==> src/common/kse_pkg.sv <==
// Package of constants and types for the keyboard serial encoder
package kse_pkg;

  // ------------------------------------------------------------
  // Clock and timing
  // ------------------------------------------------------------
  localparam int unsigned CLK_HZ = 10000000;
  localparam int unsigned BIT_RATE_HZ = 110;
  localparam int unsigned BIT_CYCLES = CLK_HZ / BIT_RATE_HZ;
  localparam int unsigned DEBOUNCE_MS = 10;
  localparam int unsigned DEBOUNCE_CYCLES = CLK_HZ / 1000 * DEBOUNCE_MS;

  // ------------------------------------------------------------
  // Widths and layout
  // ------------------------------------------------------------
  localparam int unsigned NUM_KEYS = 60;
  localparam int unsigned CODE_W = 15;
  localparam int unsigned CHAR_W = 7;
  localparam int unsigned SHIFT_W = 20;
  localparam int unsigned BS_W = 7;
  localparam int unsigned KEY_IDX_W = 6;
  localparam int unsigned REG_ADDR_W = 4;
  localparam int unsigned BIT_CNT_W = 5;

  // Register byte offsets
  localparam logic [REG_ADDR_W-1:0] CTRL_OFFSET = 4'h0;
  localparam logic [REG_ADDR_W-1:0] STATUS_OFFSET = 4'h4;
  localparam logic [REG_ADDR_W-1:0] LAMP_OFFSET = 4'h8;

  // Control register fields
  localparam int unsigned CTRL_ANALYZER_BIT = 0;
  localparam int unsigned CTRL_EXTCLK_BIT = 1;
  localparam logic [1:0] CTRL_RESET = 2'h0;

  // ------------------------------------------------------------
  // Types
  // ------------------------------------------------------------
  typedef struct packed {
    logic ready_lamp;
    logic busy_lamp;
    logic query_lamp;
    logic [BS_W-1:0] bs_lamps;
  } kse_lamps_t;

  typedef struct packed {
    logic step_n;
    logic repeat_n;
  } kse_levers_t;

endpackage

==> src/verilog/kse_matrix.sv <==
// Key matrix: one pressed key line to its 15-line code
`timescale 1ns/100ps
module kse_matrix #(
  parameter int unsigned NKEYS = 60
) (
  input wire logic [NKEYS-1:0] key_n, // Active-low key lines
  output logic [14:0] matrix_code_lines_n, // Active-low code lines
  output logic any_key, // Exactly one key down
  output logic multi_key // More than one key down
);

  // Start bit low, then two 7-bit characters, key index based
  function automatic logic [14:0] key_code(input int unsigned k);
    logic [6:0] c0;
    logic [6:0] c1;
    c0 = 7'(8'h30 + 8'(k % 40));
    c1 = 7'(8'h41 + 8'(k / 40));
    return {c1, c0, 1'b0};
  endfunction

  // Wired-AND diode matrix, codes are distinct per key
  always_comb begin
    logic [14:0] acc;
    int unsigned cnt;
    acc = 15'h7FFF;
    cnt = 0;
    for (int unsigned k = 0; k < NKEYS; k++) begin
      if (!key_n[k]) begin
        acc = acc & ~key_code(k);
        cnt = cnt + 1;
      end
    end
    matrix_code_lines_n = acc;
    any_key = (cnt == 1);
    multi_key = (cnt > 1);
  end

endmodule

==> src/verilog/kse_top.sv <==
// Keyboard serial encoder: matrix, serializer, function and lamp logic
`timescale 1ns/100ps
// Summary of operation
// - Key pressed drives active-low 15-line code
// - Each of 60 keys has distinct code
// - Code loads 20-bit register, shifts serially
// - Shift only while analyzer mode enabled
// - 110 Hz bit clock unless external supplied
// - Bit clock runs only while register busy
// - Terminal serial input forwarded to output
// - Debounce; reject repeats and simultaneous keys
// - Energize matrix while a key is pressed
// - Power-up pulse forces defined control state
// - Stop/continue flops set only in analyzer mode
// - Ready lamp on low, busy on high
// - Stop output also lights ready lamp
// - Low query input lights query lamp
// - Block-size selects lit and forwarded
// - Levers assert active-low step and repeat
// - Switches pass through except restart
// - Missing terminal forces input line idle
module kse_top #(
  parameter int unsigned NKEYS = kse_pkg::NUM_KEYS,
  parameter int unsigned BIT_DIV = kse_pkg::BIT_CYCLES,
  parameter int unsigned DEB_CYC = kse_pkg::DEBOUNCE_CYCLES
) (
  input wire logic hclk, // Bus clock
  input wire logic hresetn, // Async reset, active low
  input wire logic hsel, // AHB slave select
  input wire logic [31:0] haddr, // AHB address
  input wire logic [1:0] htrans, // AHB transfer type
  input wire logic hwrite, // AHB write
  input wire logic [2:0] hsize, // AHB size
  input wire logic [31:0] hwdata, // AHB write data
  input wire logic hready, // AHB bus ready
  output logic [31:0] hrdata, // AHB read data
  output logic hreadyout, // AHB slave ready
  output logic hresp, // AHB response
  input wire logic power_up_pulse, // Power-on pulse, active high
  input wire logic [NKEYS-1:0] key_n, // Character keys, active low
  input wire logic analyzer_mode, // Analyzer-mode enable
  input wire logic ext_bit_clk, // External terminal bit clock
  input wire logic ext_clk_present, // External clock supplied
  input wire logic serial_char_in, // Terminal serial input
  input wire logic term_sense_open, // Terminal not connected
  output logic serial_char_out, // Serial data to processor
  output logic matrix_energize, // Matrix energize enable
  input wire logic stop_key_n, // Stop button, active low
  input wire logic cont_key_n, // Continue button, active low
  output logic stop_out, // Stop flop output
  output logic cont_out, // Continue flop output
  input wire logic ready_in_n, // Ready input, low is ready
  input wire logic query_level_in, // Query input, low lights
  input wire logic [6:0] block_size_selects, // Block size, active low
  output logic [6:0] block_size_to_adc, // Forwarded block size
  output kse_pkg::kse_lamps_t lamps, // Lamp drives
  input wire logic step_lever, // Lever in step position
  input wire logic repeat_lever, // Lever in repeat position
  output kse_pkg::kse_levers_t levers, // Step and repeat, low
  input wire logic [15:0] switch_in, // ADC and panel switches
  input wire logic restart_in, // Restart input
  output logic [15:0] switch_out // Switches to processor
);

  // ------------------------------------------------------------
  // Key matrix
  // ------------------------------------------------------------
  logic [14:0] code_n;
  logic one_key;
  logic many_keys;

  kse_matrix #(.NKEYS(NKEYS)) u_matrix (
    .key_n(key_n),
    .matrix_code_lines_n(code_n),
    .any_key(one_key),
    .multi_key(many_keys)
  );

  // ------------------------------------------------------------
  // Registers: control and status over AHB-Lite
  // ------------------------------------------------------------
  logic [1:0] ctrl_q;
  logic [1:0] ctrl_d;
  logic ph_valid_q;
  logic ph_write_q;
  logic [kse_pkg::REG_ADDR_W-1:0] ph_addr_q;
  logic [31:0] rdata_q;
  logic [31:0] rdata_d;
  logic sw_analyzer;
  logic sw_extclk;
  logic run_enable;
  logic addr_ok;
  logic take;

  // Address phase capture
  assign take = hsel & htrans[1] & hready;
  assign addr_ok = (haddr[31:kse_pkg::REG_ADDR_W] == '0);
  assign sw_analyzer = ctrl_q[kse_pkg::CTRL_ANALYZER_BIT];
  assign sw_extclk = ctrl_q[kse_pkg::CTRL_EXTCLK_BIT];
  assign hreadyout = 1'b1;
  assign hresp = 1'b0;
  assign hrdata = rdata_q;

  always_ff @(posedge hclk or negedge hresetn) begin
    if (!hresetn) begin
      ph_valid_q <= 1'b0;
      ph_write_q <= 1'b0;
      ph_addr_q <= '0;
    end else begin
      ph_valid_q <= take & addr_ok;
      ph_write_q <= hwrite;
      ph_addr_q <= haddr[kse_pkg::REG_ADDR_W-1:0];
    end
  end

  // Control write in data phase
  assign ctrl_d = (ph_valid_q && ph_write_q &&
                   ph_addr_q == kse_pkg::CTRL_OFFSET) ?
                  hwdata[1:0] : ctrl_q;

  // ------------------------------------------------------------
  // Serializer state
  // ------------------------------------------------------------
  typedef enum logic [1:0] {ST_IDLE, ST_DEBOUNCE, ST_SEND, ST_RELEASE}
    kse_state_t;
  kse_state_t state_q;
  kse_state_t state_d;
  logic [kse_pkg::SHIFT_W-1:0] sh_q;
  logic [kse_pkg::SHIFT_W-1:0] sh_d;
  logic [kse_pkg::BIT_CNT_W-1:0] bits_q;
  logic [kse_pkg::BIT_CNT_W-1:0] bits_d;
  logic [31:0] div_q;
  logic [31:0] div_d;
  logic [31:0] deb_q;
  logic [31:0] deb_d;
  logic [14:0] code_q;
  logic ext_q;
  logic bit_tick;
  logic ext_rise;
  logic int_tick;
  logic term_line;
  logic busy;
  logic [kse_pkg::SHIFT_W-1:0] frame;

  // Run only in analyzer mode, from pin or register
  assign run_enable = analyzer_mode | sw_analyzer;
  // Missing terminal holds input at mark
  assign term_line = term_sense_open ? 1'b1 : serial_char_in;
  assign busy = (state_q == ST_SEND);
  // Internal clock runs only while busy
  assign int_tick = busy && (div_q == BIT_DIV - 1);
  assign ext_rise = ext_bit_clk & ~ext_q;
  // External clock replaces internal when supplied
  assign bit_tick = (ext_clk_present | sw_extclk) ?
                    (busy & ext_rise) : int_tick;
  // Two frames: start, 7 data, 2 stop each; LSB first
  // First start bit comes straight from the matrix start line (space)
  assign frame = {2'b11, code_q[14:8], 1'b0,
                  2'b11, code_q[7:1], code_q[0]};

  always_comb begin
    state_d = state_q;
    sh_d = sh_q;
    bits_d = bits_q;
    deb_d = '0;
    div_d = busy ? ((div_q == BIT_DIV - 1) ? '0 : div_q + 1) : '0;
    unique case (state_q)
      ST_IDLE: begin
        // Single key only, simultaneous presses rejected
        if (one_key && !many_keys && run_enable) begin
          state_d = ST_DEBOUNCE;
        end
      end
      ST_DEBOUNCE: begin
        // Key must hold steady for the debounce time
        if (!one_key || many_keys) begin
          state_d = ST_IDLE;
        end else if (deb_q == DEB_CYC - 1) begin
          sh_d = frame;
          bits_d = '0;
          state_d = ST_SEND;
        end else begin
          deb_d = deb_q + 1;
        end
      end
      ST_SEND: begin
        if (bit_tick && run_enable) begin
          sh_d = {1'b1, sh_q[kse_pkg::SHIFT_W-1:1]};
          bits_d = bits_q + 1'b1;
          if (bits_q == 5'(kse_pkg::SHIFT_W - 1)) begin
            state_d = ST_RELEASE;
          end
        end
      end
      ST_RELEASE: begin
        // Wait for all keys up so one press sends once
        if (!one_key && !many_keys) begin
          state_d = ST_IDLE;
        end
      end
    endcase
  end

  // Latch code from matrix while debouncing
  always_ff @(posedge hclk or negedge hresetn) begin
    if (!hresetn) begin
      code_q <= 15'h7FFF;
      ext_q <= 1'b0;
    end else begin
      ext_q <= ext_bit_clk;
      if (state_q == ST_DEBOUNCE) begin
        code_q <= ~code_n;
      end
    end
  end

  // Serializer and control flops, power-up pulse as reset
  always_ff @(posedge hclk or negedge hresetn) begin
    if (!hresetn) begin
      state_q <= ST_IDLE;
      sh_q <= '1;
      bits_q <= '0;
      div_q <= '0;
      deb_q <= '0;
      ctrl_q <= kse_pkg::CTRL_RESET;
    end else if (power_up_pulse) begin
      state_q <= ST_IDLE;
      sh_q <= '1;
      bits_q <= '0;
      div_q <= '0;
      deb_q <= '0;
      ctrl_q <= kse_pkg::CTRL_RESET;
    end else begin
      state_q <= state_d;
      sh_q <= sh_d;
      bits_q <= bits_d;
      div_q <= div_d;
      deb_q <= deb_d;
      ctrl_q <= ctrl_d;
    end
  end

  // Output line: keyboard data ANDed with terminal data
  logic out_q;
  always_ff @(posedge hclk or negedge hresetn) begin
    if (!hresetn) begin
      out_q <= 1'b1;
    end else begin
      out_q <= (busy ? sh_q[0] : 1'b1) & term_line;
    end
  end
  assign serial_char_out = out_q;

  // Energize matrix whenever any key is down
  // Held keys stay energized; the release state only blocks a resend
  assign matrix_energize = one_key | many_keys;

  // ------------------------------------------------------------
  // Function logic: stop and continue
  // ------------------------------------------------------------
  logic stop_q;
  logic cont_q;

  always_ff @(posedge hclk or negedge hresetn) begin
    if (!hresetn) begin
      stop_q <= 1'b0;
      cont_q <= 1'b0;
    end else if (power_up_pulse) begin
      stop_q <= 1'b0;
      cont_q <= 1'b0;
    end else if (run_enable) begin
      stop_q <= !stop_key_n;
      cont_q <= !cont_key_n;
    end else begin
      stop_q <= 1'b0;
      cont_q <= 1'b0;
    end
  end
  assign stop_out = stop_q;
  assign cont_out = cont_q;

  // ------------------------------------------------------------
  // Lamps, levers and pass-through
  // ------------------------------------------------------------
  kse_pkg::kse_lamps_t lamps_q;
  kse_pkg::kse_levers_t levers_q;
  logic [15:0] sw_q;
  logic [6:0] bs_q;

  always_ff @(posedge hclk or negedge hresetn) begin
    if (!hresetn) begin
      lamps_q <= '0;
      levers_q <= '1;
      sw_q <= '0;
      bs_q <= '1;
    end else begin
      lamps_q.ready_lamp <= !ready_in_n | stop_q;
      lamps_q.busy_lamp <= ready_in_n;
      lamps_q.query_lamp <= !query_level_in;
      lamps_q.bs_lamps <= ~block_size_selects;
      bs_q <= block_size_selects;
      levers_q.step_n <= !step_lever;
      levers_q.repeat_n <= !repeat_lever;
      sw_q <= switch_in;
    end
  end
  assign lamps = lamps_q;
  assign levers = levers_q;
  assign block_size_to_adc = bs_q;
  // Restart is not passed through the switch path
  assign switch_out = sw_q;

  // Read mux
  always_comb begin
    rdata_d = '0;
    if (take && addr_ok && !hwrite) begin
      unique case (haddr[kse_pkg::REG_ADDR_W-1:0])
        kse_pkg::CTRL_OFFSET: rdata_d = {30'h0, ctrl_q};
        kse_pkg::STATUS_OFFSET:
          rdata_d = {20'h0, stop_q, cont_q, bits_q, 2'(state_q),
                     busy, out_q, restart_in};
        kse_pkg::LAMP_OFFSET: rdata_d = {22'h0, lamps_q};
        default: rdata_d = '0;
      endcase
    end
  end

  always_ff @(posedge hclk or negedge hresetn) begin
    if (!hresetn) begin
      rdata_q <= '0;
    end else begin
      rdata_q <= rdata_d;
    end
  end

endmodule
==> config.mk <==
export PLATFORM = sky130hd
export DESIGN_NAME = kse_top
export DESIGN_NICKNAME = d
export VERILOG_FILES = /design/src/common/kse_pkg.sv /design/src/verilog/kse_matrix.sv /design/src/verilog/kse_top.sv
export SDC_FILE = /design/constraint.sdc
export NUM_CORES = 1
export LEC_CHECK = 0
export BUFFER_PORTS_ARGS = -buffer_cell sky130_fd_sc_hd__clkbuf_2
export CAP_MARGIN = 20
export CELL_PAD_IN_SITES_DETAIL_PLACEMENT = 2
export CELL_PAD_IN_SITES_GLOBAL_PLACEMENT = 2
export CORE_UTILIZATION = 36
export CTS_CLUSTER_SIZE = 25
export DETAILED_ROUTE_END_ITERATION = 6
export PLACE_DENSITY = 0.78
export SYNTH_ARGS = -nofsm -noshare
export SYNTH_HDL_FRONTEND = slang
export SYNTH_HIERARCHICAL = 1
export SYNTH_SLANG_ARGS = --single-unit
export TNS_END_PERCENT = 100
==> constraint.sdc <==
create_clock -name hclk -period 99.9 [get_ports hclk]
set_clock_uncertainty 0.1 [all_clocks]
set_input_delay 29.97 -clock hclk [delete_from_list [all_inputs] [get_ports hclk]]
set_output_delay 29.97 -clock hclk [all_outputs]
set_load 0.05 [all_outputs]
==> summary.txt, run 1 <==
Outcome
  • Outcome: complete, no violations

STA
  • Fin crit period: just under 100 ns
  • Max-slew headroom: 19.4%
  • Final Hold Viols: 0
  • Worst-margin pin slew: around 1.2 ns
  • Final setup violation count: 0
  • F_max: just over 10 MHz
  • Setup TNS: 0 ns
  • Fin. max-slew vios: 0
  • Final Cycle Share: 97.3%
  • RSZ-0062 raised after global routing: false

Min path
  • Hold crit path type: reg2reg

Drt
  • Total Wirelength: about 74000 um
  • Vias: 20000
  • Residual DRC: 0
  • 1st-iter DRT viols: ~700
  • Antenna Nets Post-Route: 0
  • Drt first pass iters: 4
  • Avg WL per Cell: roughly 21 um
  • DR vias/cell: approximately 5.7

Clock tree
  • Clock Latency Late Sink: 0.44 ns
  • Root Driver: clkbuf_16
  • Clock Sinks: between 150 and 200
  • CTS max path bufs: 2
  • Hold buffers post-CTS: 0
  • Clock transition at the registers of the reported paths: 0.07 ns
  • CTS tree: done
  • H-tree Lvls: 4
  • CTS buffer count: 17
  • Setup Buffers After CTS: 0

Layout
  • Cell Count, Final, Fillers Out: 3530
  • Commonest non-fill, non-tap cells in the layout: nor2_1, xnor2_1, nand2_1, clkbuf_2, xor2_1
  • Layout net count: between 2000 and 3000
  • Area Overhead vs Synth: 9.80%
  • Commonest non-fill, non-tap cell in the layout: nor2_1
  • Layout cell share with drive strength beyond 1: between 10% and 20%
  • Final Util: between 40% and 50%
  • FILL cells: around 6700

Floorplanning
  • CORE AREA: 58000 sq um
  • Initial core utilization: ~37%
  • Die area: 59900 sq um
  • Die width: roughly 240 um
  • Die height: about 240 um
  • IO Pins: approximately 240
  • Rows: just under 90

Global route
  • Global-route wire length before repair: between 100000 and 150000 um
  • GRT Residual Overflow: 0
  • Initial antenna violation count: 4
  • Total GRT Usage: 24.1%
  • Largest net degree at the start of global routing: 84
  • Vias in the first global route: about 22000

Placed design
  • Port buffer count: around 190
  • Inst Count DP: about 3500
  • RePlAce Congestion: ~0.86
  • HPWL Detailed: ~58000 um

Run
  • Max Cap Viol: 0

Setup path
  • Critical path launch point type: primary input
  • Crit path top cell by count: ha_1
  • Reg2reg setup slack: 96.41 ns
  • Crit Path Class: in2out
  • CP Capture Type: output port
  • Worst path required time: roughly 70 ns
  • Critical Path Fanout Max: 8
  • CP arrival: ~67 ns
  • Crit path max-delay cell type: or4_1
  • Delay of the slowest critical-path stage: 0.56 ns

Yosys
  • FF+latch count, synth: 163
  • Post-Syn Instances: between 2000 and 3000
  • Seq/Total Area, Yosys: approximately a fifth
  • Mapped cell area: roughly 21000 sq um
  • Ys async rst share: 100%
  • EDFF count, synth: 0
  • Synth Flop Type: dfrtp_1
  • Ys Warns: 6
  • Syn_area_per_cell: 8.03 sq um
  • Netlist cell types: roughly 110
[flip-flops by register name, summed over array words and instances (netlist names), 5 cells and up]
register / cells
deb_q: 32
div_q: 32
sh_q: 18
switch_out: 16
code_q: 15
hrdata: 12
lamps: 10
block_size_to_adc: 7
bits_q: 5
[logic make-up (layout without fill, tap and decap cells)]
group                      Yosys count  in the layout  synth area share (%)
AOI/OAI and AO/OA                  509            509                  15.8
xor gates and xnor gates           482            482                  24.7
adders and majority gates           67             67                  3.93
buffers and inverters              217            312                  4.64
DFF                                163            163                  19.5
muxes                               61             61                  3.04
other                                3             29                0.0530
and+or+nand+nor                   1142           1142                  28.3
[per-layer routing]
layer / global-route usage [%] / vias up / wire, um
met4: 5.81 / 4 / 1340
met3: 1.77 / 69 / 1480
li1: - / 9507 / -
met2: 44.3 / 257 / 37600
met5: 0 / - / 27
met1: 30.4 / 10100 / 33500
[per-stage QoR]
stage          hold slack (ns)  area [sq um]  setup WS, ns
3_5_place_dp             0.364         22600          2.14
6_report                 0.387         23300          2.69
3_3_place_gp             0.354         22600          4.04
2_1_floorplan            0.345         21300          8.10
4_1_cts                  0.389         23200          1.96
5_1_grt                  0.410         23300        0.0268
[critical path, delay by kind of cell]
| family | cells | cell delay [ns] |
|---|---|---|
| multiplexers | 11 | 2.73 |
| adder cells (fa/ha/maj) | 44 | 13.55 |
| XOR/XNOR | 14 | 2.79 |
| AO/OA/AOI/OAI | 52 | 9.34 |
| buffers and inverters | 7 | 0.84 |
| AND/OR/NAND/NOR | 52 | 7.80 |
[timing repair]
action,in CTS,in global routing
gates resized for setup,0,9
setup endpoints to repair,0,1
endpoints found under the hold margin,0,0
[path summary, 6_finish.rpt]
kind / start / endpoint / depth (start not counted)
setup / recovery: key_n[1] / matrix_energize / 180
hold / removal: sh_q[15] / sh_q[15] / 2
setup reg to reg: state_q[1] / sh_q[1] / 8
hold reg to reg: sh_q[15] / sh_q[15] / 2
max in group asynchronous: hresetn / hrdata[2] / 2
min in group asynchronous: hresetn / switch_out[10] / 1
[Yosys cell counts (65+ instances only)]
cell type  count  area share, %
dfrtp_1      120             14
nor2b_1       88            2.6
xnor2_1      263             11
nand2_1      237            4.2
nor3_1        70            1.7
nand2b_1      65            1.9
inv_1         78            1.4
nor2_1       267            4.7
nand3_1       84            2.0
xor2_1       140            5.8
clkbuf_1      73            1.3
ha_1          65            3.8
o21ai_0      132            3.1
a21oi_1       96            2.3
[cell type report]
| cell class | instances | area (sq um) | area share, % |
|---|---|---|---|
| Clock inverter | 14 | 159 | 0.682 |
| Inverter | 80 | 305 | 1.31 |
| Antenna cell | 2 | 5.00 | 0.0215 |
| Clock buffer | 18 | 439 | 1.88 |
| Sequential cell | 163 | 4130 | 17.7 |
| Multi-Input combinational cell | 2288 | 16200 | 69.7 |
| Timing Repair Buffer | 200 | 1060 | 4.56 |
| Tap cell | 765 | 957 | 4.11 |
Power of run 1 is not shown: default switching activity piles up to over one toggle a cycle in this logic, so the estimate is an artifact.
==> inputs of run 2 (changes only) <==
--- a/config.mk
+++ b/config.mk
@@ -13,6 +13,7 @@
 export CTS_CLUSTER_SIZE = 25
 export DETAILED_ROUTE_END_ITERATION = 6
 export PLACE_DENSITY = 0.78
+export RECOVER_POWER = 25
 export SYNTH_ARGS = -nofsm -noshare
 export SYNTH_HDL_FRONTEND = slang
 export SYNTH_HIERARCHICAL = 1
==> summary.txt, run 2 (synthesis results as in run 1) <==
Clock tree
  • CTS buffer count: 17 (unchanged)
  • CTS max path bufs: 2 (unchanged)
  • Hold buffers post-CTS: 0 (unchanged)
  • H-tree Lvls: 4 (unchanged)
  • Setup Buffers After CTS: 0 (unchanged)
  • Clock Sinks: 163 (unchanged)
  • Clock Latency Late Sink: 0.44 ns (about the same)
  • Root Driver: clkbuf_16 (unchanged)
  • Clock transition at the registers of the reported paths: 0.07 ns (about the same)
  • CTS tree: done (unchanged)

Floorplanning
  • Die area: 59900 sq um (unchanged)
  • Rows: 88 (unchanged)
  • Die height: 245 um (unchanged)
  • IO Pins: 243 (unchanged)
  • CORE AREA: 58000 sq um (unchanged)
  • Initial core utilization: 36.6% (unchanged)
  • Die width: 245 um (unchanged)

STA
  • Setup TNS: 0 ns (unchanged)
  • Final setup violation count: 0 (unchanged)
  • Worst-margin pin slew: 4.59 ns (was 1.20 ns)
  • Fin crit period: 97.20 ns (was 97.21 ns)
  • Final Cycle Share: 97.3% (about the same)
  • RSZ-0062 raised after global routing: false (unchanged)
  • F_max: 10.3 MHz (about the same)
  • Max-slew headroom: -206% (was 19.4%)
  • Final Hold Viols: 0 (unchanged)
  • Fin. max-slew vios: 84 (was 0)

Global route
  • Largest net degree at the start of global routing: 84 (unchanged)
  • Total GRT Usage: 24.1% (unchanged)
  • Initial antenna violation count: 4 (unchanged)
  • GRT Residual Overflow: 0 (unchanged)
  • Global-route wire length before repair: 118000 um (unchanged)
  • Vias in the first global route: 21800 (unchanged)

Setup path
  • Critical Path Start: key_n[1] (unchanged)
  • Reg-to-Reg End: sh_q[1] (unchanged)
  • R2R Path Start: state_q[1] (unchanged)
  • CP arrival: 67.13 ns (was 67.14 ns)
  • Delay of the slowest critical-path stage: 0.56 ns (about the same)
  • Crit Path Class: in2out (unchanged)
  • Crit path top cell by count: ha_1 (unchanged)
  • Crit path max-delay cell type: or4_1 (unchanged)
  • CP Capture Type: output port (unchanged)
  • Critical path launch point type: primary input (unchanged)
  • Critical Path Fanout Max: 8 (unchanged)
  • Worst path required time: 69.83 ns (about the same)
  • Reg2reg setup slack: 96.42 ns (was 96.41 ns)
  • Worst r2r path cells: 8 (unchanged)

Placed design
  • HPWL Detailed: 57800 um (unchanged)
  • Area of placed instances: 22600 sq um (unchanged)
  • RePlAce Congestion: 0.856 (unchanged)
  • Port buffer count: 186 (unchanged)

Min path
  • Worst Hold End: code_q[10] (was sh_q[15])
  • Worst hold path depth: 2 (unchanged)
  • Hold_sp: code_q[10] (was sh_q[15])
  • Hold crit path type: reg2reg (unchanged)

Layout
  • Area Overhead vs Synth: 9.65% (was 9.80%)
  • Area occupied by multi-input gates: 16200 sq um (unchanged)
  • FILL cells: 6666 (was 6652)
  • Regs by FF count: deb_q x32, div_q x32, sh_q x18 (unchanged)
  • Commonest non-fill, non-tap cell in the layout: nor2_1 (unchanged)
  • Layout cell share with drive strength beyond 1: 13.9% (was 14.5%)
  • Commonest non-fill, non-tap cells in the layout: nor2_1, xnor2_1, nand2_1, clkbuf_2, xor2_1 (unchanged)
  • Final instance area: 23300 sq um (about the same)
  • Reg area: 4130 sq um (unchanged)
  • Layout net count: 2985 (unchanged)

Outcome
  • Violated checks: capacitance limit, slew limit
  • Outcome: complete, but fails checks (was complete, no violations)

Drt
  • DR vias/cell: 5.66 (about the same)
  • Vias: 20000 (about the same)
  • Total Wirelength: 73900 um (about the same)
  • Avg WL per Cell: 20.9 um (about the same)
  • Drt first pass iters: 5 (was 4)
  • 1st-iter DRT viols: 702 (unchanged)
  • Antenna Nets Post-Route: 0 (unchanged)
  • Residual DRC: 0 (unchanged)

Run
  • Max Cap Viol: 1 (was 0)
## run 2: what timing repair did
action	4_1_cts	5_1_grt
gates resized for setup	0	9
endpoints found under the hold margin	0	0
setup endpoints to repair	0	1
## run 2: critical path, delay by kind of cell
family,cells,cell delay (ns)
compound gates,52,9.33
mux,11,2.73
fa+ha+maj,44,13.55
buf+inv,7,0.84
simple gates,52,7.77
xor+xnor,14,2.81
## run 2: worst max-delay path by stage
| stage | end | depth (start not counted) | slack [ns] |
|---|---|---|---|
| 3_3_place_gp | matrix_energize | 180 | 4.04 |
| 6_report | matrix_energize | 180 | 2.70 |
| 3_5_place_dp | matrix_energize | 180 | 2.14 |
| 5_1_grt | matrix_energize | 180 | 0.03 |
| 4_1_cts | matrix_energize | 180 | 1.96 |
| 2_1_floorplan | matrix_energize | 179 | 8.10 |
## run 2: stage by stage
step | hold slack (ns) | std cells | worst slack (ns) | utilization (%)
finish | 0.387 | 3530 | 2.70 | 40.1
global route | 0.410 | 3529 | 0.0268 | 40.1
CTS | 0.389 | 3524 | 1.96 | 40.0
detailed placement | 0.364 | 3492 | 2.14 | 39.0
global placement | 0.354 | 3492 | 4.04 | 39.0
floorplan | 0.345 | 2668 | 8.10 | -
## run 2: final cells by class
| cell class | count | area share (%) |
|---|---|---|
| multi-input combinational | 2288 | 69.8 |
| sequential | 163 | 17.8 |
| timing repair buffer | 200 | 4.44 |
| tap | 765 | 4.11 |
| clock buffer | 18 | 1.89 |
| inverter | 80 | 1.31 |
| clock inverter | 14 | 0.683 |
| antenna | 2 | 0.0215 |
## run 2: routing by layer
metal | GRT usage [%] | wire length, um | up-vias
li1 | - | - | 9507
met1 | 30.4 | 33500 | 10100
met2 | 44.3 | 37600 | 259
met3 | 1.77 | 1480 | 69
met4 | 5.81 | 1340 | 4
met5 | 0 | 27 | -
Power of run 2 is left out for the same reason.
==> inputs of run 3 (changes only) <==
--- a/config.mk
+++ b/config.mk
@@ -12,10 +12,10 @@
 export CORE_UTILIZATION = 36
 export CTS_CLUSTER_SIZE = 25
 export DETAILED_ROUTE_END_ITERATION = 6
-export PLACE_DENSITY = 0.78
+export PLACE_DENSITY = 0.79
 export RECOVER_POWER = 25
+export SKIP_CTS_REPAIR_TIMING = 1
 export SYNTH_ARGS = -nofsm -noshare
 export SYNTH_HDL_FRONTEND = slang
-export SYNTH_HIERARCHICAL = 1
 export SYNTH_SLANG_ARGS = --single-unit
 export TNS_END_PERCENT = 100
==> summary.txt, run 3 <==
Global route
  • Total GRT Usage: 24.3% (was 24.1%)
  • Initial antenna violation count: 5 (was 4)
  • GRT Residual Overflow: 0 (unchanged)
  • Largest net degree at the start of global routing: 81 (was 84)
  • Vias in the first global route: 21400 (was 21800)
  • Global-route wire length before repair: 114000 um (was 118000 um)

Clock tree
  • Clock transition at the registers of the reported paths: 0.07 ns (about the same)
  • Clock Latency Late Sink: 0.45 ns (was 0.44 ns)
  • H-tree Lvls: 4 (unchanged)
  • CTS tree: done (unchanged)
  • CTS max path bufs: 2 (unchanged)
  • Root Driver: clkbuf_16 (unchanged)
  • CTS buffer count: 17 (unchanged)
  • Clock Sinks: 159 (was 163)

Floorplanning
  • Die area: 57900 sq um (was 59900 sq um)
  • Initial core utilization: 36.4% (was 36.6%)
  • CORE AREA: 56400 sq um (was 58000 sq um)
  • IO Pins: 243 (unchanged)
  • Rows: 87 (was 88)
  • Die height: 241 um (was 245 um)
  • Die width: 241 um (was 245 um)

Setup path
  • Reg2reg setup slack: 96.52 ns (was 96.42 ns)
  • Delay of the slowest critical-path stage: 0.54 ns (was 0.56 ns)
  • Worst r2r path cells: 10 (was 8)
  • Crit path top cell by count: ha_1 (unchanged)
  • Critical Path Fanout Max: 10 (was 8)
  • Crit path max-delay cell type: or4_4 (was or4_1)
  • Reg-to-Reg End: sh_q[12] (was sh_q[1])
  • Crit Path Class: in2out (unchanged)
  • Worst path required time: 69.83 ns (about the same)
  • CP arrival: 66.94 ns (was 67.13 ns)
  • R2R Path Start: div_q[0] (was state_q[1])
  • CP Capture Type: output port (unchanged)
  • Critical path launch point type: primary input (unchanged)

STA
  • Worst-margin pin slew: 4.35 ns (was 4.59 ns)
  • Setup TNS: 0 ns (unchanged)
  • Final Cycle Share: 97.1% (was 97.3%)
  • Fin. max-slew vios: 81 (was 84)
  • Fin crit period: 97.01 ns (was 97.20 ns)
  • Final Hold Viols: 0 (unchanged)
  • F_max: 10.3 MHz (about the same)
  • Final setup violation count: 0 (unchanged)
  • Max-slew headroom: -190% (was -206%)

Min path
  • Hold_sp: sh_q[3] (was code_q[10])
  • Hold crit path type: reg2reg (unchanged)
  • Worst Hold End: sh_q[3] (was code_q[10])
  • Worst hold path depth: 2 (unchanged)

Yosys
  • Ys Warns: 0 (was 6)
  • EDFF count, synth: 0 (unchanged)
  • Yosys top cell area share: 14.6% (was 14.1%)
  • Area contributors post-synth: dfrtp_1, xnor2_1, nor2_1, xor2_1, dfstp_2 (was dfrtp_1, xnor2_1, xor2_1, dfstp_2, nor2_1)
  • Post-Syn Instances: 2587 (was 2644)
  • Commonest cells post-synth: nor2_1, xnor2_1, nand2_1, xor2_1, dfrtp_1 (was nor2_1, xnor2_1, nand2_1, xor2_1, o21ai_0)
  • Seq/Total Area, Yosys: 19.6% (was 19.5%)
  • Largest area contributor in the netlist: dfrtp_1 (unchanged)
  • Most frequent cell after synthesis: nor2_1 (unchanged)
  • Syn_area_per_cell: 7.93 sq um (was 8.03 sq um)
  • Ys async rst share: 100% (unchanged)
  • Synth Flop Type: dfrtp_1 (unchanged)
  • Netlist cell types: 111 (was 112)
  • Mapped cell area: 20500 sq um (was 21200 sq um)
  • FF+latch count, synth: 159 (was 163)

Outcome
  • Outcome: complete, but fails checks (unchanged)
  • Violated checks: capacitance limit, slew limit (unchanged)

Drt
  • Avg WL per Cell: 20.4 um (was 20.9 um)
  • DR vias/cell: 5.60 (was 5.66)
  • Antenna Nets Post-Route: 0 (unchanged)
  • Total Wirelength: 71300 um (was 73900 um)
  • 1st-iter DRT viols: 653 (was 702)
  • Drt first pass iters: 7 (was 5)
  • Residual DRC: 0 (unchanged)
  • Vias: 19500 (was 20000)

Layout
  • Area Overhead vs Synth: 11.2% (was 9.65%)
  • Commonest non-fill, non-tap cells in the layout: nor2_1, xnor2_1, nand2_1, clkbuf_2, xor2_1 (unchanged)
  • Commonest non-fill, non-tap cell in the layout: nor2_1 (unchanged)
  • Reg area: 4030 sq um (was 4130 sq um)
  • Regs by FF count: deb_q x32, div_q x32, sh_q x18 (unchanged)
  • FILL cells: 6568 (was 6666)
  • Area occupied by multi-input gates: 15700 sq um (was 16200 sq um)
  • Layout cell share with drive strength beyond 1: 13.4% (was 13.9%)
  • Layout net count: 2951 (was 2985)

Run
  • Max Cap Viol: 1 (unchanged)

Placed design
  • HPWL Detailed: 56400 um (was 57800 um)
  • Port buffer count: 186 (unchanged)
  • RePlAce Congestion: 0.828 (was 0.856)
## run 3: cell count changes in the layout (fill, tap and decap cells not counted), moves of 13 or more
cell	previous run	this run
nor2_1	267	326
inv_1	78	117
o21ai_0	131	93
nand2_1	237	204
nor2b_1	87	68
and2_1	43	25
o21ai_1	14	29
xor2_1	140	127
## run 3: cell type report
class / instances / area share [%]
multi-input combinational: 2216 / 68.7
sequential: 159 / 17.7
timing repair buffer: 201 / 4.67
tap: 756 / 4.15
inverter: 121 / 1.99
clock buffer: 19 / 1.99
clock inverter: 13 / 0.784
antenna: 3 / 0.0329
## run 3: stage by stage
stage	hold WS, ns	area (sq um)	instances	setup WS [ns]	util [%]
5_1_grt	0.397	22800	3488	-0.0472	40.4
6_report	0.375	22800	3488	2.89	40.4
4_1_cts	0.378	22700	3481	0.830	40.2
3_5_place_dp	0.366	22000	3449	1.04	39.1
3_3_place_gp	0.358	22000	3449	2.67	39.1
2_1_floorplan	0.335	20600	2607	7.05	-
## run 3: kinds of logic after synthesis
family	Yosys count	synth area share, %
XOR/XNOR	466	25.3
AND/OR/NAND/NOR	1117	27.5
other	2	0.0366
AO/OA/AOI/OAI	493	16.0
buffers and inverters	232	4.82
flip-flops	159	19.6
multiplexers	49	2.51
adder cells (fa/ha/maj)	69	4.16
## run 3: worst max-delay path, delay by kind of cell
| kind | cells | cell delay [ns] |
|---|---|---|
| AOI/OAI and AO/OA | 53 | 9.29 |
| xor gates and xnor gates | 16 | 3.14 |
| adders and majority gates | 44 | 13.22 |
| buffers and inverters | 15 | 1.33 |
| muxes | 13 | 3.20 |
| and+or+nand+nor | 46 | 6.75 |
## run 3: worst max-delay path by stage
stage / start / end / slack [ns]
6_report: key_n[1] / matrix_energize / 2.89
3_3_place_gp: key_n[1] / matrix_energize / 2.67
3_5_place_dp: key_n[1] / matrix_energize / 1.04
5_1_grt: key_n[1] / matrix_energize / -0.05
4_1_cts: key_n[1] / matrix_energize / 0.83
2_1_floorplan: key_n[0] / matrix_energize / 7.05
## run 3: layer usage
metal | GRT usage, % | up-vias | wire [um] | part of all wire (%)
met2 | 44.7 | 285 | 36200 | 51
met1 | 29.6 | 9811 | 31400 | 44
met4 | 6.35 | 4 | 1370 | 1.9
met5 | 0 | - | 18 | 0.025
met3 | 3.09 | 78 | 2300 | 3.2
li1 | - | 9363 | - | -
Power of run 3 is left out for the same reason.
